`src/switch_group_defs.vh`:
```
// constants for the protection function switch group block
`ifndef SWITCH_GROUP_DEFS_VH
`define SWITCH_GROUP_DEFS_VH

// register byte offsets
`define OFS_PROT_SWITCHES 8'h00
`define OFS_EXTRA_GROUP 8'h04
`define OFS_SECTOR 8'h08
`define OFS_STATUS 8'h0c
`define OFS_STAGE 8'h10

// reset values
`define PROT_SWITCHES_RESET 8'h00
`define EXTRA_GROUP_RESET 8'h00
`define SECTOR_RESET 8'h50

// switch positions inside the protection function switches (switch n at bit n-1)
`define SW_ANGLE_LO 0
`define SW_ANGLE_HI 1
`define SW_LOW_REVERSE 2
`define SW_LOW_NONDIR 3
`define SW_HIGH_NONDIR 4
`define SW_HIGH_OFF 5
`define SW_HIGH_REVERSE 6
`define SW_THREE_VOLT 7

// basic angles in degrees, nine bit two's complement
`define ANGLE_M90 9'h1a6
`define ANGLE_M60 9'h1c4
`define ANGLE_M30 9'h1e2
`define ANGLE_0 9'h000

// direction arithmetic in degrees
`define DEG_180 11'h0b4
`define DEG_179 11'h0b3
`define DEG_360 11'h168

// front panel submenus
`define SUBMENU_PROT 3'h1
`define SUBMENU_EXTRA 3'h6

// bus answers
`define RESP_OKAY 2'h0
`define RESP_SLVERR 2'h2

`endif

```
`src/switch_group.v`:
```
// protection function switch group with front panel and register access
// Behaviour
// - switches one and two pick basic angle -90, -60, -30 or 0 degrees
// - directional stages operate only within basic angle plus or minus sector
// - switch three sets low-set stage forward at 0, reverse at 1
// - switch four makes low-set stage directional at 0, non-directional at 1
// - switch five makes high-set stage directional at 0, non-directional at 1
// - switch six at 1 takes high-set stage out; it never starts or trips
// - switch seven sets high-set stage forward at 0, reverse at 1
// - switch eight picks two current stages plus voltage, or three voltage stages
// - all switches reset to 0, checksum 0
// - while setting show switch number 1..8 and position, else checksum
// - extra group written from panel submenu 6 or from the serial parameter
// - a stage out of use shows three dashes instead of its setting
`timescale 1ns/100ps
module switch_group (
	input wire clk,
	input wire srst,
	input wire [7:0] s_axi_awaddr,
	input wire s_axi_awvalid,
	output wire s_axi_awready,
	input wire [31:0] s_axi_wdata,
	input wire [3:0] s_axi_wstrb,
	input wire s_axi_wvalid,
	output wire s_axi_wready,
	output reg [1:0] s_axi_bresp,
	output reg s_axi_bvalid,
	input wire s_axi_bready,
	input wire [7:0] s_axi_araddr,
	input wire s_axi_arvalid,
	output wire s_axi_arready,
	output reg [31:0] s_axi_rdata,
	output reg [1:0] s_axi_rresp,
	output reg s_axi_rvalid,
	input wire s_axi_rready,
	input wire panel_setting,
	input wire [2:0] panel_submenu,
	input wire [2:0] panel_cursor,
	input wire panel_write,
	input wire panel_value,
	input wire [8:0] phase_angle,
	input wire low_set_start_raw,
	input wire low_set_trip_raw,
	input wire high_set_start_raw,
	input wire high_set_trip_raw,
	output reg [8:0] basic_angle,
	output reg low_set_reverse,
	output reg low_set_directional,
	output reg high_set_directional,
	output reg high_set_enable,
	output reg high_set_reverse,
	output reg three_voltage_stages,
	output wire low_set_angle_ok,
	output wire high_set_angle_ok,
	output reg low_set_start,
	output reg low_set_trip,
	output reg high_set_start,
	output reg high_set_trip,
	output reg high_set_dashes,
	output reg display_setting,
	output reg [3:0] display_switch_num,
	output reg display_switch_pos,
	output reg [7:0] display_checksum,
	output reg [7:0] extra_switch_group
);
`include "switch_group_defs.vh"

	reg [7:0] protection_function_switches;
	reg [7:0] operation_sector;

	// write channel holding registers; address and data may come in either order
	reg aw_held;
	reg w_held;
	reg [7:0] aw_addr;
	reg [31:0] w_data;
	reg [3:0] w_strb;
	wire do_write;
	wire wr_known;
	wire [7:0] wr_byte;
	wire do_read;
	wire wr_prot;
	wire wr_extra;
	wire wr_sector;

	assign s_axi_awready = !aw_held && !s_axi_bvalid;
	assign s_axi_wready = !w_held && !s_axi_bvalid;
	assign do_write = aw_held && w_held && !s_axi_bvalid;
	assign wr_known = (aw_addr == `OFS_PROT_SWITCHES) || (aw_addr == `OFS_EXTRA_GROUP) ||
		(aw_addr == `OFS_SECTOR) || (aw_addr == `OFS_STATUS) || (aw_addr == `OFS_STAGE);
	assign wr_byte = w_data[7:0];
	// only the low byte lane carries a register, the other lanes are dropped
	assign wr_prot = do_write && w_strb[0] && (aw_addr == `OFS_PROT_SWITCHES);
	assign wr_extra = do_write && w_strb[0] && (aw_addr == `OFS_EXTRA_GROUP);
	assign wr_sector = do_write && w_strb[0] && (aw_addr == `OFS_SECTOR);

	always @(posedge clk) begin
		if (srst) begin
			aw_held <= 1'b0;
			w_held <= 1'b0;
			aw_addr <= 8'h00;
			w_data <= 32'h00000000;
			w_strb <= 4'h0;
			s_axi_bvalid <= 1'b0;
			s_axi_bresp <= `RESP_OKAY;
		end else begin
			if (s_axi_awvalid && s_axi_awready) begin
				aw_held <= 1'b1;
				aw_addr <= {s_axi_awaddr[7:2], 2'b00};
			end
			if (s_axi_wvalid && s_axi_wready) begin
				w_held <= 1'b1;
				w_data <= s_axi_wdata;
				w_strb <= s_axi_wstrb;
			end
			if (do_write) begin
				aw_held <= 1'b0;
				w_held <= 1'b0;
				s_axi_bvalid <= 1'b1;
				s_axi_bresp <= wr_known ? `RESP_OKAY : `RESP_SLVERR;
			end else if (s_axi_bvalid && s_axi_bready) begin
				s_axi_bvalid <= 1'b0;
			end
		end
	end

	// panel bit edits land after a same-cycle bus write so the operator keeps the last word
	reg [7:0] next_prot;
	reg [7:0] next_extra;
	wire panel_prot_edit;
	wire panel_extra_edit;

	assign panel_prot_edit = panel_write && panel_setting && (panel_submenu == `SUBMENU_PROT);
	assign panel_extra_edit = panel_write && panel_setting && (panel_submenu == `SUBMENU_EXTRA);

	always @* begin
		next_prot = protection_function_switches;
		next_extra = extra_switch_group;
		if (wr_prot) begin
			next_prot = wr_byte;
		end
		if (wr_extra) begin
			next_extra = wr_byte;
		end
		if (panel_prot_edit) begin
			next_prot[panel_cursor] = panel_value;
		end
		if (panel_extra_edit) begin
			next_extra[panel_cursor] = panel_value;
		end
	end

	always @(posedge clk) begin
		if (srst) begin
			protection_function_switches <= `PROT_SWITCHES_RESET;
			extra_switch_group <= `EXTRA_GROUP_RESET;
			operation_sector <= `SECTOR_RESET;
		end else begin
			protection_function_switches <= next_prot;
			extra_switch_group <= next_extra;
			if (wr_sector) begin
				operation_sector <= wr_byte;
			end
		end
	end

	// checksum of each group as a weighted sum of the set switches
	wire [7:0] prot_partial [0:8];
	wire [7:0] extra_partial [0:8];
	assign prot_partial[0] = 8'h00;
	assign extra_partial[0] = 8'h00;
	genvar i;
	generate
		for (i = 0; i < 8; i = i + 1) begin : sum_bits
			assign prot_partial[i + 1] = prot_partial[i] +
				(protection_function_switches[i] ? (8'h01 << i) : 8'h00);
			assign extra_partial[i + 1] = extra_partial[i] +
				(extra_switch_group[i] ? (8'h01 << i) : 8'h00);
		end
	endgenerate

	wire [7:0] prot_sum;
	wire [7:0] extra_sum;
	assign prot_sum = prot_partial[8];
	assign extra_sum = extra_partial[8];

	// angle decode; switch one is the low bit of the code
	always @(posedge clk) begin
		if (srst) begin
			basic_angle <= `ANGLE_M90;
		end else begin
			case ({protection_function_switches[`SW_ANGLE_HI],
				protection_function_switches[`SW_ANGLE_LO]})
				2'b00: basic_angle <= `ANGLE_M90;
				2'b01: basic_angle <= `ANGLE_M60;
				2'b10: basic_angle <= `ANGLE_M30;
				default: basic_angle <= `ANGLE_0;
			endcase
		end
	end

	// flag decode of the switches, registered for clean outputs
	always @(posedge clk) begin
		if (srst) begin
			low_set_reverse <= 1'b0;
			low_set_directional <= 1'b1;
			high_set_directional <= 1'b1;
			high_set_enable <= 1'b1;
			high_set_reverse <= 1'b0;
			three_voltage_stages <= 1'b0;
			high_set_dashes <= 1'b0;
		end else begin
			low_set_reverse <= protection_function_switches[`SW_LOW_REVERSE];
			low_set_directional <= !protection_function_switches[`SW_LOW_NONDIR];
			high_set_directional <= !protection_function_switches[`SW_HIGH_NONDIR];
			high_set_enable <= !protection_function_switches[`SW_HIGH_OFF];
			high_set_reverse <= protection_function_switches[`SW_HIGH_REVERSE];
			three_voltage_stages <= protection_function_switches[`SW_THREE_VOLT];
			high_set_dashes <= protection_function_switches[`SW_HIGH_OFF];
		end
	end

	// in three-voltage mode the current stages measure voltage and skip the angle check
	wire low_dir_eff;
	wire high_dir_eff;
	assign low_dir_eff = low_set_directional && !three_voltage_stages;
	assign high_dir_eff = high_set_directional && !three_voltage_stages;

	direction_check low_check (
		.clk(clk),
		.srst(srst),
		.phase_angle(phase_angle),
		.basic_angle(basic_angle),
		.reverse(low_set_reverse),
		.directional(low_dir_eff),
		.sector(operation_sector),
		.angle_ok(low_set_angle_ok)
	);

	direction_check high_check (
		.clk(clk),
		.srst(srst),
		.phase_angle(phase_angle),
		.basic_angle(basic_angle),
		.reverse(high_set_reverse),
		.directional(high_dir_eff),
		.sector(operation_sector),
		.angle_ok(high_set_angle_ok)
	);

	// low-set stage outputs gated by the angle window only; this stage has no enable
	always @(posedge clk) begin
		if (srst) begin
			low_set_start <= 1'b0;
			low_set_trip <= 1'b0;
		end else begin
			low_set_start <= low_set_start_raw && low_set_angle_ok;
			low_set_trip <= low_set_trip_raw && low_set_angle_ok;
		end
	end

	// an out-of-use high-set stage stays quiet even with its window open
	always @(posedge clk) begin
		if (srst) begin
			high_set_start <= 1'b0;
			high_set_trip <= 1'b0;
		end else begin
			high_set_start <= high_set_start_raw && high_set_angle_ok && high_set_enable;
			high_set_trip <= high_set_trip_raw && high_set_angle_ok && high_set_enable;
		end
	end

	// display: switch number and position while setting, checksum otherwise
	wire [7:0] shown_group;
	wire [7:0] shown_sum;
	assign shown_group = (panel_submenu == `SUBMENU_EXTRA) ? extra_switch_group :
		protection_function_switches;
	assign shown_sum = (panel_submenu == `SUBMENU_EXTRA) ? extra_sum : prot_sum;

	always @(posedge clk) begin
		if (srst) begin
			display_setting <= 1'b0;
			display_switch_num <= 4'h0;
			display_switch_pos <= 1'b0;
		end else begin
			display_setting <= panel_setting;
			if (panel_setting) begin
				display_switch_num <= {1'b0, panel_cursor} + 4'h1;
				display_switch_pos <= shown_group[panel_cursor];
			end else begin
				display_switch_num <= 4'h0;
				display_switch_pos <= 1'b0;
			end
		end
	end

	// checksum runs in setting too, so it is already right on leaving setting
	always @(posedge clk) begin
		if (srst) begin
			display_checksum <= 8'h00;
		end else begin
			display_checksum <= shown_sum;
		end
	end

	// read channel; one read at a time, data taken from flip-flops
	reg [31:0] rd_word;
	reg rd_known;
	wire [31:0] status_word;
	wire [31:0] stage_word;
	// both checksums, the three-voltage flag and the high-set enable in one word, so one read polls them all
	assign status_word = {14'h0, three_voltage_stages, high_set_enable, extra_sum, prot_sum};
	assign stage_word = {23'h0, basic_angle};

	assign s_axi_arready = !s_axi_rvalid;
	assign do_read = s_axi_arvalid && s_axi_arready;

	always @* begin
		rd_word = 32'h00000000;
		rd_known = 1'b1;
		case ({s_axi_araddr[7:2], 2'b00})
			`OFS_PROT_SWITCHES: rd_word = {24'h000000, protection_function_switches};
			`OFS_EXTRA_GROUP: rd_word = {24'h000000, extra_switch_group};
			`OFS_SECTOR: rd_word = {24'h000000, operation_sector};
			`OFS_STATUS: rd_word = status_word;
			`OFS_STAGE: rd_word = stage_word;
			default: rd_known = 1'b0;
		endcase
	end

	always @(posedge clk) begin
		if (srst) begin
			s_axi_rvalid <= 1'b0;
			s_axi_rdata <= 32'h00000000;
			s_axi_rresp <= `RESP_OKAY;
		end else begin
			if (do_read) begin
				s_axi_rvalid <= 1'b1;
				s_axi_rdata <= rd_word;
				s_axi_rresp <= rd_known ? `RESP_OKAY : `RESP_SLVERR;
			end else if (s_axi_rvalid && s_axi_rready) begin
				s_axi_rvalid <= 1'b0;
			end
		end
	end
endmodule

```
`src/direction_check.v`:
```
// angle window check of one directional current stage
`timescale 1ns/100ps
module direction_check (
	input wire clk,
	input wire srst,
	input wire [8:0] phase_angle,
	input wire [8:0] basic_angle,
	input wire reverse,
	input wire directional,
	input wire [7:0] sector,
	output reg angle_ok
);
`include "switch_group_defs.vh"

	wire signed [10:0] phase_ext;
	wire signed [10:0] basic_ext;
	wire signed [10:0] raw_diff;
	reg signed [10:0] diff;
	reg [10:0] mag;

	assign phase_ext = {{2{phase_angle[8]}}, phase_angle};
	assign basic_ext = {{2{basic_angle[8]}}, basic_angle};
	// reverse direction turns the whole window round by half a turn
	assign raw_diff = phase_ext - basic_ext - (reverse ? $signed(`DEG_180) : 11'sd0);

	always @* begin
		// one wrap either way is enough for the possible operand ranges
		if (raw_diff > $signed(`DEG_179)) begin
			diff = raw_diff - $signed(`DEG_360);
		end else if (raw_diff < -$signed(`DEG_180)) begin
			diff = raw_diff + $signed(`DEG_360);
		end else begin
			diff = raw_diff;
		end
		mag = diff[10] ? (11'd0 - diff) : diff;
	end

	always @(posedge clk) begin
		if (srst) begin
			angle_ok <= 1'b0;
		end else begin
			angle_ok <= !directional || (mag <= {3'h0, sector});
		end
	end
endmodule

```
`config.mk`:
```
export PLATFORM = sky130hd
export DESIGN_NAME = switch_group
export DESIGN_NICKNAME = d
export VERILOG_FILES = /design/src/switch_group.v /design/src/direction_check.v
export VERILOG_INCLUDE_DIRS = /design/src
export SDC_FILE = /design/constraint.sdc
export NUM_CORES = 1
export LEC_CHECK = 0
export BUFFER_PORTS_ARGS = -buffer_cell sky130_fd_sc_hd__clkbuf_2
export CORE_MARGIN = 4
export CORE_UTILIZATION = 50
export CTS_CLUSTER_DIAMETER = 50
export DETAILED_ROUTE_END_ITERATION = 8
export PLACE_DENSITY = 0.78
export SLEW_MARGIN = 40
export SYNTH_ARGS = -nofsm -noshare
export SYNTH_HDL_FRONTEND = slang
export SYNTH_SLANG_ARGS = --single-unit
export TNS_END_PERCENT = 100
```
`constraint.sdc`:
```
create_clock -name clk -period 6.4 [get_ports clk]
set_input_delay 0.64 -clock clk [delete_from_list [all_inputs] [get_ports clk]]
set_output_delay 0.64 -clock clk [all_outputs]
set_load 0.02 [all_outputs]
```
==> reports/results.ini, run 1 <==
[sta]
tightest_slew_ps=768
slew_headroom=0.481
finalHoldViolCount=0
period_share=0.915
period_needed_ps=5860
rsz0062_at_grt=false
fmax_mhz=171
setup_viol=0
fin_worst_skew_ps=6.76
drv_slew=0
final.setup.tns_ps=0

[floorplanning]
std_cell_rows=41
die_x_um=123
initial_utilization=0.516
io_pins=166
core_um2=12800
die-area_um2=15100
die_h_um=123

[power]
p_per_area_nw_per_um2=258
p_seq_frac=0.319
switching_power_mw=0.718
p_sw_frac=0.368
clockPowerShare=0.269
comb_power_share=0.412
peakVddDrop_mv=0.180
p_int_mw=1.23
p_leak_nw=3.39

[setup_path]
cpMostUsedCell=o21a_1
critPathBufInv=2
crit_type=input port to flip-flop
r2r-start=basic_angle[5]
startpoint=phase_angle[1]
max_stage_delay_ps=450
worstSetupEndpointType=flip-flop
critPathLaunchType=input port
worstPathArrival_ps=6130
required_ps=6670
worst-path-max-fanout=7
slowest_stage=fa_1
cp_top_family=compound AO/OA/AOI/OAI gates

[synth]
ys.flop_type=dfxtp_1
synthArstFlopShare=0
avgSynthCellArea_um2=8.27
synth_top_family_by_area=compound AO/OA/AOI/OAI gates
syn-cell-area_um2=6590
synth-edff-count=0
synth-adder-area-share=0.0942
ys_ff_latch=94
yosys.area.top_type=dfxtp_1
ys_warn_count=0
synth_cells=797
synth_compound_area_frac=0.223
synth_simple_gate_area_frac=0.219
synth-xor-area-share=0.0526
ys_top_cells_by_area=dfxtp_1 (29%), ha_1 (9.1%), nor2_1 (6.4%)
synth_top_area_share=0.286
synth-seq-area-share=0.286
synth.area.mux_share=0.0625
ys_types=84

[drt]
viasPerCell=5.66
wire_per_inst_um=16.0
drt_iter0_drc=444
via_count=6105
ant_nets=0
drc=0
routed_wl_um=17200
drt-pass1-iter-count=5

[global_route]
first_global_vias=5754
grt_max_degree=90
grt_use_total=0.227
grt.overflow.total=0
antenna_found_initial=0
grt_pass1_wl_um=27800

[layout]
nNetsFinal=1032
area_growth_pct=14.8
antenna_cells=0
drive_gt1_frac=0.192
final_area_um2=7560

[clocking]
cts_tree=built
cts_num_sinks=94
htreeDepth=3
cts_buffers=9
cts_resized=0
cts-root-buf=clkbuf_16
insertion_delay_ps=350
clk_pin_slew_ps=60
cts_setup_buffers=0
cts_buffer_depth=2
cts-hold-fix-buffers=0

[min_path]
hp-class=flip-flop to flip-flop
min_from=protection_function_switches[3]

[placement]
io_buffer_count=115
dp_hpwl_um=13100
placed_cell_area_um2=7260
gp_congestion=0.907

[flow_run]
cap_violations=0

[status]
outcome=complete, no violations

[power groups by stage]
stage	logic (mW)	clock network (mW)	registers (mW)
floorplan	0.606	0	0.647
global placement	0.776	0	0.636
detailed placement	0.790	0	0.636
CTS	0.796	0.534	0.623
global route	0.900	0.557	0.626
finish	0.804	0.526	0.623
[flip-flops by register name (all words and copies together), names as in the netlist, 4 cells and up]
signal / cells
aw_addr: 6
basic_angle: 4
display_checksum: 8
display_switch_num: 4
extra_switch_group: 8
operation_sector: 8
protection_function_switches: 8
s_axi_rdata: 18
w_data: 8
[metal layers]
| layer | global-route usage | vias to the layer above | share of wire | wire length (µm) |
|---|---|---|---|---|
| met3 | 0.0456 | 27 | 0.052 | 897 |
| li1 | - | 3050 | - | - |
| met4 | 0.0721 | 0 | 0.021 | 368 |
| met2 | 0.369 | 198 | 0.47 | 8150 |
| met5 | 0 | - | 0 | 0 |
| met1 | 0.304 | 2830 | 0.45 | 7790 |
[area by class of cell]
class	instances	area (µm²)
clock buffers	10	239
clock inverters	6	52.6
fillers	1148	5210
inverters	39	146
multi-input cells	632	4370
flip-flops and latches	94	1880
well taps	172	215
repair buffers	126	662
[cell families (layout without fill, tap and decap cells)]
family / Yosys count / after routing
AO/OA/AOI/OAI: 199 / 199
XOR/XNOR: 37 / 37
adder cells (fa/ha/maj): 49 / 49
buffers and inverters: 89 / 181
flip-flops: 94 / 94
multiplexers: 41 / 41
other: 1 / 19
AND/OR/NAND/NOR: 287 / 287
[cells in the mapped netlist, types with 4 or more instances]
| cell | number |
|---|---|
| nor2_1 | 112 |
| dfxtp_1 | 94 |
| nand2_1 | 52 |
| ha_1 | 48 |
| a21oi_1 | 41 |
| mux2i_1 | 40 |
| inv_1 | 38 |
| xnor2_1 | 26 |
| clkbuf_1 | 25 |
| buf_4 | 21 |
| a22oi_1 | 18 |
| nand2b_1 | 17 |
| o21ai_0 | 17 |
| a211oi_1 | 15 |
| o21a_1 | 15 |
| nand3_1 | 14 |
| nor2b_1 | 14 |
| nor3_1 | 14 |
| a31oi_1 | 12 |
| o211ai_1 | 9 |
| nand3b_1 | 8 |
| xor2_1 | 8 |
| o31ai_1 | 7 |
| nand4_1 | 6 |
| a211o_1 | 5 |
| a21boi_0 | 5 |
| and2_1 | 5 |
| nor3b_1 | 5 |
| or3_1 | 5 |
| a2bb2oi_1 | 4 |
| and4b_1 | 4 |
| buf_1 | 4 |
| nor4_1 | 4 |
| or2_2 | 4 |
[worst paths after layout]
| path | slack, ps | to | cells past startpoint |
|---|---|---|---|
| worst max-delay path | 540 | high_check.angle_ok | 27 |
| worst min-delay path | 460 | low_set_directional | 1 |
| worst max register to register | 640 | high_check.angle_ok | 25 |
| worst min register to register | 460 | low_set_directional | 1 |
[cell usage in the layout, fill, tap and decap left out, types with 17 or more instances in the layout]
cell type / instances
mux2i_1: 40
nand2_1: 52
dfxtp_1: 94
inv_1: 38
xnor2_1: 26
a21oi_1: 41
nor2_1: 112
a22oi_1: 18
o21ai_0: 17
clkbuf_2: 115
ha_1: 48
conb_1: 19
nand2b_1: 17
[per-stage QoR]
step                      hold slack [ps]  power, mW  cells  utilization  setup WS, ps
final                                 457       1.95   1079        0.592           542
after global placement                430       1.41   1063        0.569           354
after floorplan                       403       1.25    815            -           680
after detailed placement              442       1.43   1063        0.569           261
after CTS                             457       1.95   1079        0.591           593
after global routing                  474       2.08   1079        0.592          10.9
(Power assumes the default switching activity.)
==> run 2, diff against run 1 <==
- CORE_MARGIN: 4 -> 2
- clock period: 6.4 -> 7.3 ns (I/O delays scaled with it)
==> reports/results.ini, run 2 (synthesized netlist as in run 1, its figures left out) <==
[power]
peakVddDrop_mv=0.146  ; was 0.180 mV
p_per_area_nw_per_um2=226  ; was 258 nW/µm²
p_leak_nw=3.34  ; was 3.39 nW
total_power_mw=1.69  ; was 1.95 mW

[flow_run]
cap_violations=0  ; unchanged

[layout]
antenna_cells=0  ; unchanged
multi_input_area_um2=4360  ; was 4370 µm²
nNetsFinal=1024  ; was 1032
area_growth_pct=13.8  ; was 14.8%
fillerInstances=1206  ; was 1148
regMostFlops=s_axi_rdata  ; unchanged
final_cell_mix=clkbuf_2 (115), nor2_1 (112), dfxtp_1 (94)  ; unchanged
drive_gt1_frac=0.184  ; was 0.192
largest_reg_flops=18  ; unchanged
final_common_cell=clkbuf_2  ; unchanged
seq_area_um2=1880  ; unchanged
final_util=0.589  ; was 0.592
stdcell_count=1071  ; was 1079

[setup_path]
cpMostUsedCell=o21a_1  ; unchanged
crit_type=input port to flip-flop  ; unchanged
worstPathArrival_ps=6370  ; was 6130 ps
worstSetupEndpointType=flip-flop  ; unchanged
critPathLaunchType=input port  ; unchanged
slowest_stage=o2bb2ai_1  ; was fa_1
worst-path-max-fanout=9  ; was 7
max_stage_delay_ps=600  ; was 450 ps
required_ps=7560  ; was 6670 ps
startpoint=phase_angle[1]  ; unchanged
r2r-start=basic_angle[2]  ; was basic_angle[5]

[sta]
final.setup.tns_ps=0  ; unchanged
rsz0062_at_grt=false  ; unchanged
slew_headroom=0.433  ; was 0.481
fin_worst_skew_ps=10.9  ; was 6.76 ps
drv_slew=0  ; unchanged
fmax_mhz=164
tightest_slew_ps=839  ; was 768 ps
finalHoldViolCount=0  ; unchanged
period_share=0.837
setup_viol=0  ; unchanged
period_needed_ps=6110

[placement]
io_buffer_count=115  ; unchanged
gp_congestion=0.879  ; was 0.907
dp_cells=1055  ; was 1063
dp_hpwl_um=12700  ; was 13100 µm

[global_route]
first_global_vias=5623  ; was 5754
grt.overflow.total=0  ; unchanged
grt_pass1_wl_um=27200  ; was 27800 µm
grt_use_total=0.234  ; was 0.227
antenna_found_initial=0  ; unchanged
grt_max_degree=90  ; unchanged

[clocking]
cts-root-buf=clkbuf_16  ; unchanged
cts_buffers=9  ; unchanged
insertion_delay_ps=350  ; about the same
cts_num_sinks=94  ; unchanged
cts_setup_buffers=0  ; unchanged
clk_pin_slew_ps=70  ; was 60 ps
htreeDepth=3  ; unchanged
cts-hold-fix-buffers=0  ; unchanged
cts_tree=built  ; unchanged
cts_buffer_depth=2  ; unchanged
cts_resized=0  ; unchanged

[drt]
wl_met1_um=7880  ; was 7790 µm
drc=0  ; unchanged
routed_wl_um=16800  ; was 17200 µm
ant_nets=0  ; unchanged
drt-pass1-iter-count=5  ; unchanged
routed.top_layer=met4  ; unchanged
via_count=6057  ; was 6105
wl_met2_um=7760  ; was 8150 µm
viasPerCell=5.66  ; about the same
wire_per_inst_um=15.7  ; was 16.0 µm
drt_iter0_drc=403  ; was 444
wl_met3_um=824  ; was 897 µm

[status]
outcome=complete, no violations  ; unchanged

[min_path]
min_from=w_data[4]  ; was protection_function_switches[3]
hp-class=flip-flop to flip-flop  ; unchanged

[floorplanning]
initial_utilization=0.518  ; was 0.516
std_cell_rows=41  ; unchanged
die_h_um=119  ; was 123 µm
core_um2=12700  ; was 12800 µm²
die_x_um=119  ; was 123 µm
die-area_um2=14100  ; was 15100 µm²
io_pins=166  ; unchanged

[run 2: cell types whose count changed in the layout (fill, tap and decap cells not counted), sizes merged]
cell | before | now
clkinvlp | 1 | 2
clkinv | 1 | 2
buf | 11 | 3
inv | 43 | 41
[run 2: path summary, 6_finish.rpt]
check	slack (ps)	to	cells past startpoint
hold reg to reg	460	w_data[4]	2
setup / recovery	1190	low_check.angle_ok	29
hold / removal	460	w_data[4]	2
setup reg to reg	1260	high_check.angle_ok	29
[run 2: cell type report]
class | count | area share
flip-flops and latches | 94 | 0.251
repair buffers | 118 | 0.0803
inverters | 39 | 0.0195
well taps | 172 | 0.0287
clock buffers | 10 | 0.0319
multi-input cells | 632 | 0.582
clock inverters | 6 | 0.00701
[run 2: per-stage QoR]
stage               cell area (µm²)  setup slack (ps)  hold slack [ps]
floorplan                      6660              1490              403
global placement               7200               970              433
detailed placement             7200               909              448
CTS                            7490              1270              458
global route                   7500               813              478
finish                         7500              1190              456
[run 2: layer usage]
layer  GRT usage  vias up
met5           0        -
met4      0.0744        0
met3      0.0425       25
met2       0.382      179
met1       0.311     2821
li1            -     3032
[run 2: report_power, final]
group          total, mW  internal (mW)  switching [mW]
clock network      0.454          0.245           0.209
registers          0.546          0.532          0.0141
logic              0.692          0.292           0.400
total               1.69           1.07           0.623
[run 2: critical path, delay by kind of cell]
kind	cells	cell delay (ps)
adders and majority gates	4	1260
xor gates and xnor gates	2	670
and+or+nand+nor	6	920
AOI/OAI and AO/OA	15	2680
buffers and inverters	2	120
